--- src/rtl/scrb_pkg.sv ---
// Purpose: constants and carriers for the sensor configuration register bank
// Assumes: telegram bits already decoded into command, address, data and parity flags
// Notes: one package shared by the single design file and the sim models
package scrb_pkg;
    localparam int DATA_W = 14;
    localparam int ADDR_W = 4;
    localparam int CMD_W = 3;
    localparam int CURVE_W = 9;
    localparam int CURVE_N = 16;
    // command codes
    localparam logic [2:0] CMD_RD_SETUP = 3'h0;
    localparam logic [2:0] CMD_WR_LOW = 3'h1;
    localparam logic [2:0] CMD_WR_HIGH = 3'h2;
    localparam logic [2:0] CMD_WR_SETUP = 3'h3;
    localparam logic [2:0] CMD_PROGRAM = 3'h4;
    localparam logic [2:0] CMD_ERASE = 3'h5;
    localparam logic [2:0] CMD_RD_LOW = 3'h6;
    localparam logic [2:0] CMD_RD_HIGH = 3'h7;
    // register addresses
    localparam logic [3:0] ADR_CURRENT = 4'h1;
    localparam logic [3:0] ADR_IDENT = 4'h2;
    localparam logic [3:0] ADR_SHIFT = 4'h3;
    localparam logic [3:0] ADR_GAIN = 4'h4;
    localparam logic [3:0] ADR_OPCFG = 4'h5;
    localparam logic [3:0] ADR_LOCK = 4'h6;
    localparam logic [3:0] ADR_READOUT = 4'h7;
    localparam logic [3:0] ADR_OFSCOMP = 4'h8;
    localparam logic [3:0] ADR_SPECIAL = 4'h9;
    localparam logic [3:0] ADR_LINTC = 4'hb;
    localparam logic [3:0] ADR_QUADTC = 4'hc;
    localparam logic [3:0] ADR_DISABLE = 4'hf;
    localparam logic [13:0] DISABLE_KEY = 14'h080f;
    // field layouts
    localparam int SLEW_LSB = 8;
    localparam int LOWCUR_LSB = 3;
    localparam int IDEN_BIT = 4;
    localparam int OFS_EN_BIT = 4;
    localparam int LINTC_W = 7;
    localparam logic [13:0] SPECIAL_RST = 14'h0010;

    // one decoded telegram
    typedef struct packed {
        logic valid;
        logic [2:0] cmd;
        logic [3:0] addr;
        logic [13:0] data;
        logic parity_ok;
    } scrb_tel_type;

    // answer toward the output pin serialiser
    typedef struct packed {
        logic valid;
        logic with_data;
        logic [13:0] data;
        logic parity;
    } scrb_ans_type;

    typedef struct packed {
        logic [9:0] current;
        logic [10:0] ident;
        logic [10:0] shift;
        logic [13:0] gain;
        logic [13:0] opcfg;
        logic lock;
        logic [4:0] ofscomp;
        logic [5:0] special;
        logic [6:0] lintc;
        logic [4:0] quadtc;
    } scrb_setup_type;
endpackage

--- src/rtl/scrb_bank.sv ---
// Purpose: register bank of a programmable magnetic sensor, RAM and nonvolatile copies
// Assumes: telegram framing and bit timing decoded upstream, one telegram per valid pulse
// Notes: power-up is arst_n; nonvolatile setup modelled as registers loaded via straps, setpoint copy cleared
`timescale 1ns/1ps
module scrb_bank
    import scrb_pkg::*;
#(
    parameter int CURVES = CURVE_N
) (
    input wire logic clk,
    input wire logic arst_n,
    input wire scrb_tel_type tel,
    input wire logic activate_pulse,
    input wire logic [11:0] signal_value,
    input wire scrb_setup_type nv_boot_setup,
    output scrb_ans_type ans,
    output scrb_setup_type active_setup,
    output logic offset_comp_enable,
    output logic sensor_active,
    output logic locked,
    output logic charging
);
    // the five-bit setpoint index only serves the documented bank depth
    if (CURVES != CURVE_N) begin : g_depth_check
        $error("scrb_bank: setpoint bank depth must be 16");
    end

    typedef struct packed {
        logic [1:0] rst_sync;
        logic boot_done;
        logic active;
        logic locked;
        logic erased;
        logic charging;
        scrb_setup_type ram;
        scrb_setup_type nv;
        logic [2*CURVE_N*CURVE_W-1:0] curve_ram;
        logic [2*CURVE_N*CURVE_W-1:0] curve_nv;
        scrb_ans_type ans;
    } scrb_state_type;

    scrb_state_type st;
    scrb_state_type next_st;
    logic rst_n;

    assign rst_n = st.rst_sync[1];

    // readback of a setup register, data msb-aligned as the read telegram wants it
    function automatic logic [13:0] read_setup(input scrb_setup_type s, input logic [3:0] a,
                                               input logic [11:0] sig);
        logic [13:0] r;
        r = 14'h0000;
        if (a == ADR_CURRENT) begin
            r = {s.current, 4'h0};
        end else if (a == ADR_IDENT) begin
            r = {s.ident, 3'h0};
        end else if (a == ADR_SHIFT) begin
            r = {s.shift, 3'h0};
        end else if (a == ADR_GAIN) begin
            r = s.gain;
        end else if (a == ADR_OPCFG) begin
            r = s.opcfg;
        end else if (a == ADR_READOUT) begin
            r = {sig, 2'h0};
        end else if (a == ADR_OFSCOMP) begin
            r = {s.ofscomp, 9'h000};
        end else if (a == ADR_SPECIAL) begin
            r = {s.special, 8'h00};
        end else if (a == ADR_LINTC) begin
            r = {s.lintc[5:0], 8'h00};
        end else if (a == ADR_QUADTC) begin
            r = {s.quadtc, 9'h000};
        end
        return r;
    endfunction

    // data parity: one when count of zeros is even
    function automatic logic data_par(input logic [13:0] d);
        return ~^(~d);
    endfunction

    logic [13:0] d;
    logic [8:0] curve_word;
    logic [4:0] curve_idx;

    always_comb begin
        next_st = st;
        // release synchroniser shifts ones in; only its second stage is read
        next_st.rst_sync = {st.rst_sync[0], 1'b1};
        d = tel.data;
        curve_idx = {tel.cmd == CMD_RD_HIGH || tel.cmd == CMD_WR_HIGH, tel.addr};
        curve_word = st.curve_nv[curve_idx*CURVE_W +: CURVE_W];
        next_st.ans = '0;
        // nonvolatile image loads once after power-up; lock only then takes effect
        if (!st.boot_done) begin
            next_st.boot_done = 1'b1;
            next_st.nv = nv_boot_setup;
            next_st.ram = nv_boot_setup;
            next_st.locked = nv_boot_setup.lock;
        end else if (activate_pulse && !st.active) begin
            next_st.active = 1'b1;
        end else if (tel.valid && st.active && tel.parity_ok) begin
            // any command ends a running charge period
            next_st.charging = 1'b0;
            next_st.ans.valid = 1'b1;
            case (tel.cmd)
                CMD_WR_SETUP: begin
                    // only the trailing bits of the field count
                    if (tel.addr == ADR_CURRENT) begin
                        next_st.ram.current = d[9:0];
                    end else if (tel.addr == ADR_IDENT) begin
                        next_st.ram.ident = d[10:0];
                    end else if (tel.addr == ADR_SHIFT) begin
                        next_st.ram.shift = d[10:0];
                    end else if (tel.addr == ADR_GAIN) begin
                        next_st.ram.gain = d;
                    end else if (tel.addr == ADR_OPCFG) begin
                        next_st.ram.opcfg = d;
                    end else if (tel.addr == ADR_LOCK) begin
                        next_st.ram.lock = d[0];
                    end else if (tel.addr == ADR_OFSCOMP) begin
                        next_st.ram.ofscomp = d[4:0];
                    end else if (tel.addr == ADR_SPECIAL) begin
                        next_st.ram.special = d[5:0];
                    end else if (tel.addr == ADR_LINTC) begin
                        next_st.ram.lintc = d[LINTC_W-1:0];
                    end else if (tel.addr == ADR_QUADTC) begin
                        next_st.ram.quadtc = d[4:0];
                    end else if (tel.addr == ADR_DISABLE && d == DISABLE_KEY) begin
                        next_st.active = 1'b0;
                    end
                    // readout address falls through: write ignored
                end
                CMD_WR_LOW, CMD_WR_HIGH: begin
                    next_st.curve_ram[curve_idx*CURVE_W +: CURVE_W] = d[8:0];
                end
                CMD_RD_SETUP: begin
                    // reads return the stored copy, hence commit before readback
                    next_st.ans.with_data = 1'b1;
                    next_st.ans.data = read_setup(st.nv, tel.addr, signal_value);
                end
                CMD_RD_LOW, CMD_RD_HIGH: begin
                    next_st.ans.with_data = 1'b1;
                    next_st.ans.data = {curve_word, 5'h00};
                end
                CMD_ERASE: begin
                    // address ignored; whole array at once
                    if (!st.locked) begin
                        next_st.erased = 1'b1;
                        next_st.charging = 1'b1;
                        next_st.nv = '0;
                        next_st.curve_nv = '0;
                    end
                end
                default: begin
                    // program all: copies every volatile register, lock included
                    if (!st.locked) begin
                        next_st.erased = 1'b0;
                        next_st.charging = 1'b1;
                        next_st.nv = st.ram;
                        next_st.curve_nv = st.curve_ram;
                    end
                end
            endcase
            next_st.ans.parity = data_par(next_st.ans.data);
        end
    end

    // main state register; power-up constants only
    always_ff @(posedge clk or negedge arst_n) begin
        if (!arst_n) begin
            st.rst_sync <= 2'h0;
            st.boot_done <= 1'b0;
            st.active <= 1'b1;
            st.locked <= 1'b0;
            st.erased <= 1'b0;
            st.charging <= 1'b0;
            st.ram <= '0;
            st.nv <= '0;
            st.curve_ram <= '0;
            st.curve_nv <= '0;
            st.ans <= '0;
        end else if (!rst_n) begin
            st.rst_sync <= next_st.rst_sync;
            st.boot_done <= 1'b0;
        end else begin
            st.rst_sync <= next_st.rst_sync;
            st.boot_done <= next_st.boot_done;
            st.active <= next_st.active;
            st.locked <= next_st.locked;
            st.erased <= next_st.erased;
            st.charging <= next_st.charging;
            st.ram <= next_st.ram;
            st.nv <= next_st.nv;
            st.curve_ram <= next_st.curve_ram;
            st.curve_nv <= next_st.curve_nv;
            st.ans <= next_st.ans;
        end
    end

    // outputs from flip-flops; the signal path uses the stored image
    assign ans = st.ans;
    assign active_setup = st.nv;
    assign offset_comp_enable = st.nv.ofscomp[OFS_EN_BIT];
    assign sensor_active = st.active;
    assign locked = st.locked;
    assign charging = st.charging;
endmodule

--- config.mk ---
export PLATFORM = sky130hd
export DESIGN_NAME = scrb_bank
export DESIGN_NICKNAME = d
export VERILOG_FILES = /design/src/rtl/scrb_pkg.sv /design/src/rtl/scrb_bank.sv
export SDC_FILE = /design/constraint.sdc
export NUM_CORES = 2
export LEC_CHECK = 0
export BUFFER_PORTS_ARGS = -buffer_cell sky130_fd_sc_hd__clkbuf_2
export CAP_MARGIN = 20
export CORE_UTILIZATION = 31
export DETAILED_ROUTE_END_ITERATION = 10
export PLACE_DENSITY = 0.52
export SYNTH_ARGS = -nofsm -noshare
export SYNTH_HDL_FRONTEND = slang
export SYNTH_SLANG_ARGS = --single-unit
export TNS_END_PERCENT = 30
--- constraint.sdc ---
create_clock -name clk -period 5.3 [get_ports clk]
set_input_delay 1.325 -clock clk [delete_from_list [all_inputs] [get_ports clk]]
set_output_delay 1.325 -clock clk [all_outputs]
set_load 0.02 [all_outputs]
==> impl_summary.md <==
Outcome
The run finished with clean final reports.

Worst setup path
The category of the worst setup path launch point is a primary input. The critical path class is primary input to flip-flop. At the worst endpoint, the required time is 5870 ps. The worst setup path is captured at a flip-flop. In this run the worst path has a maximum fanout of around 70.

The worst endpoint data arrival time is approximately 4600 ps.

Power and ir drop
The part of the power in the clock network is 0.455. The maximum ir drop on the vdd rail is about 0.22 mV. The power density of the placed cells is 342 mW/mm^2. Summed over all cells, the static leakage comes to 19.4 nW. Of the total power, combinational logic draws 0.084. The switching power is 0.00359 W. The internal cell power is about 0.01 W. Of the total power, the share spent switching nets is 0.263.

Of the total power, registers draw 0.461.

Floorplanning
In this run the standard cell core region covers between 0.1 and 0.15 sq mm. The number of ports placed on the die boundary is around 230. The floorplan step defined a die boundary enclosing approximately 0.11 sq mm.

The number of rows created at floorplan is approximately 120. The floorplan die width is 337 um. The effective utilization at floorplan is 0.314.

The die height is around 340 um.

Drt
The pre-antenna-repair detailed-routing pass consisted of 6 iterations. The violation count after the first detailed-routing iteration is ~2,200. The final route contains around 26,000 vias.

The average wire per cell in the routed design is roughly 23 um. The via count normalized by instance count is slightly above 5. The number of nets with antenna violations after detailed routing is 0. The residual DRC count is 0. The sum of routed wire length over all layers is 120,000 um.

Yosys
Averaged over all synthesized cells, the footprint is 9.85 sq um. The fraction of synthesis flops using an asynchronous set or reset pin is 1.00. After synthesis, the cell types taking the most area are sky130_fd_sc_hd__dfrtp_1 55%, sky130_fd_sc_hd__nand2_1 11%, sky130_fd_sc_hd__mux4_2 4.9%, sky130_fd_sc_hd__nand3_1 4.5%, sky130_fd_sc_hd__mux2_1 3.0%. Of the total synthesized cell area, the portion taken by AND, OR, NAND and NOR gates is 0.194. The biggest area contributor in the post-synthesis netlist is sky130_fd_sc_hd__dfrtp_1. The flip-flop and latch count after synthesis is 767.

The share of the yosys chip area belonging to registers is 0.552. The share of synthesized area spent on multiplexers is 0.102. Of the total synthesized cell area, the portion taken by full adders, half adders and majority gates is 0.00180. The post-synthesis cell area is 0.0347 sq mm. Counting instances in the post-synthesis netlist gives the leading cell types as 987 x sky130_fd_sc_hd__nand2_1, 766 x sky130_fd_sc_hd__dfrtp_1, 313 x sky130_fd_sc_hd__nand3_1.

After synthesis, the largest family of logic cells by area is simple AND/OR/NAND/NOR gates. During synthesis, Yosys emitted a total of 0 warnings. The most frequently used flop master after synthesis is sky130_fd_sc_hd__dfrtp_1. Of the total synthesized cell area, the portion taken by XOR and XNOR cells is 0.00515. The share of Yosys cell area claimed by the top area cell type is 0.552.

The number of distinct library cells after synthesis is 77. Counting every instance in the synthesized netlist gives approximately 3,500. The post-synthesis net count is approximately 3,700. The number of synthesized flops with an enable pin is 0. The most instantiated library cell after synthesis is sky130_fd_sc_hd__nand2_1. The synthesized-area fraction occupied by ao, oa, aoi and oai cells came to 0.0905.

Placement
Once detailed placement completed, the half-perimeter wirelength came to approximately 80,000 um. The minimum setup slack after placement is approximately 660 ps. In this run the tool buffered the top-level ports with about 230 buffer cells. The congestion estimate from routability-driven global placement came to about 0.94. The total placed cells including tap cells is approximately 5,000. The placement-stage cell area is 0.0369 sq mm.

Timing
The final max-slew violation count was 0. The post-layout worst setup margin is 1250 ps. The actual slew at the worst max-slew pin is approximately 1300 ps.

The portion of the clock cycle consumed by the worst path in the final layout is 0.765. The headroom to the max-slew limit is 0.116. The number of failing setup endpoints in the final timing report is 0.

The accumulated negative setup slack is 0 ps. The final setup skew is about 35 ps. Setup repair after global routing left no endpoint under its margin. Based on the critical path, the design can be clocked at up to ~250 MHz. The post-route minimum period is 4050 ps. The number of failing hold endpoints at the final stage came to 0.

Clocking
The number of buffers inserted by post-CTS setup repair is 0. The CTS root buffer is sky130_fd_sc_hd__clkbuf_16. The number of gates resized after CTS was 0. Buffers inserted to repair hold after CTS numbered 0. The clock transition time at the flip-flop clock pins of the worst setup and hold paths is 60 ps. At the later pin of the worst-skew pair, clock insertion delay measures between 600 and 700 ps.

Counting every sink on the clock net gives approximately 770. CTS built an H-tree with a depth of 3. Clock tree synthesis inserted a total of 87 buffers. TritonCTS built the clock tree.

The clock passes through at most 3 buffers.

Cells and area
Fill cells in the final layout number around 11,000. The finished cells cover 0.0399 sq mm. The share of cells above drive strength 1 is 0.169. Leaving out filler cells and counting taps, the final layout contains ~5,000. The relative area change from synthesis to final layout is 14.8%. At the end of the flow, the number of nets in the layout was about 3,700. The multi-input gate area in the final layout is roughly 0.014 sq mm. The register area is between 0.015 and 0.02 sq mm.

Min path
The path class of the tightest hold or removal check is flip-flop to flip-flop.

Global routing
Entering global routing, the biggest net connects roughly 180 pins. For this run the aggregate overflow at the end of global routing stands at 0. The number of global-route vias before repair was approximately 25,000. Across every metal layer, demand over resource in global routing totals 0.212. The first-pass GRT wire length is 178,000 um. The number of antenna violations at the first check in global routing is 2.

Job
Max-cap violations in this run came to 0.
## cell families after synthesis
family                     Yosys count
AOI/OAI and AO/OA                  566
xor gates and xnor gates            14
adders and majority gates            5
buffers and inverters              378
DFF                                767
muxes                              241
other                                1
and+or+nand+nor                   1557
## final cells by class
| type | instances | share of cell area |
|---|---|---|
| clock inverter | 32 | 0.00878 |
| antenna | 2 | 0.000125 |
| tap | 1488 | 0.0467 |
| inverter | 23 | 0.00216 |
| clock buffer | 127 | 0.0652 |
| sequential | 767 | 0.481 |
| timing repair buffer | 320 | 0.0528 |
| multi-input combinational | 2384 | 0.343 |
## power by group through the flow
| stage | combinational (W) | sequential (W) | clock (W) |
|---|---|---|---|
| final | 0.00115 | 0.00629 | 0.00622 |
| after global routing | 0.00126 | 0.00630 | 0.00655 |
| after CTS | 0.00115 | 0.00629 | 0.00633 |
| after detailed placement | 0.00115 | 0.00640 | 0 |
| after global placement | 0.00114 | 0.00640 | 0 |
| after floorplan | 0.000744 | 0.00627 | 0 |
## path summary, 6_finish.rpt
path                                         from             endpoint  slack [ps]  depth (start not counted)
max                                       tel[16]   ans[0]$_DFFE_PN0P_        1250                         13
min in group asynchronous                  arst_n  st[705]$_DFFE_PN0P_         710                          1
min                        next_st[767]$_DFF_PN0_      rst_n$_DFF_PN0_         360                          0
min reg2reg                next_st[767]$_DFF_PN0_      rst_n$_DFF_PN0_         360                          0
max in group asynchronous                  arst_n  st[731]$_DFFE_PN0P_        3330                          3
max reg2reg                     st[765]$_DFF_PN0_            flip-flop        1540                          6
## layer usage
| layer | part of all wire | GRT usage | routed length, um | up-vias |
|---|---|---|---|---|
| li1 | - | - | - | 12000 |
| met1 | 0.44 | 0.290 | 53100 | 13300 |
| met3 | 0.056 | 0.0295 | 6780 | 209 |
| met5 | 0.000075 | 0 | 9 | - |
| met4 | 0.035 | 0.0735 | 4270 | 2 |
| met2 | 0.47 | 0.342 | 56300 | 896 |
## worst max-delay path, cell delays in order
cell and delay (ps):
sky130_fd_sc_hd__buf_4 140, sky130_fd_sc_hd__buf_12 410, sky130_fd_sc_hd__ha_1 330, sky130_fd_sc_hd__buf_4 350, sky130_fd_sc_hd__nand2_1 90, sky130_fd_sc_hd__o21ai_0 240, sky130_fd_sc_hd__a21oi_1 150, sky130_fd_sc_hd__o31ai_1 250
sky130_fd_sc_hd__and3_1 240, sky130_fd_sc_hd__xor3_1 330, sky130_fd_sc_hd__xnor2_1 190, sky130_fd_sc_hd__xnor3_1 440, sky130_fd_sc_hd__o22ai_2 90
## cells in the final DEF, fill, tap and decap left out, types with 90 or more instances in the layout
cell                          n
sky130_fd_sc_hd__clkbuf_16   90
sky130_fd_sc_hd__dfrtp_1    765
sky130_fd_sc_hd__nand2_1    986
sky130_fd_sc_hd__nor2b_1     92
sky130_fd_sc_hd__o21ai_0    143
sky130_fd_sc_hd__a21oi_1    132
sky130_fd_sc_hd__nand3_1    313
sky130_fd_sc_hd__mux2_1      92
sky130_fd_sc_hd__clkbuf_2   222
sky130_fd_sc_hd__o21ai_1    189
## through the flow
step / utilization / hold slack [ps] / total power, W
after floorplan: - / 331 / 0.00701
after global placement: 0.333 / 335 / 0.00754
after detailed placement: 0.333 / 343 / 0.00754
after CTS: 0.360 / 353 / 0.0138
after global routing: 0.360 / 376 / 0.0141
final: 0.360 / 358 / 0.0137
Power figures use the tool's default switching activity.
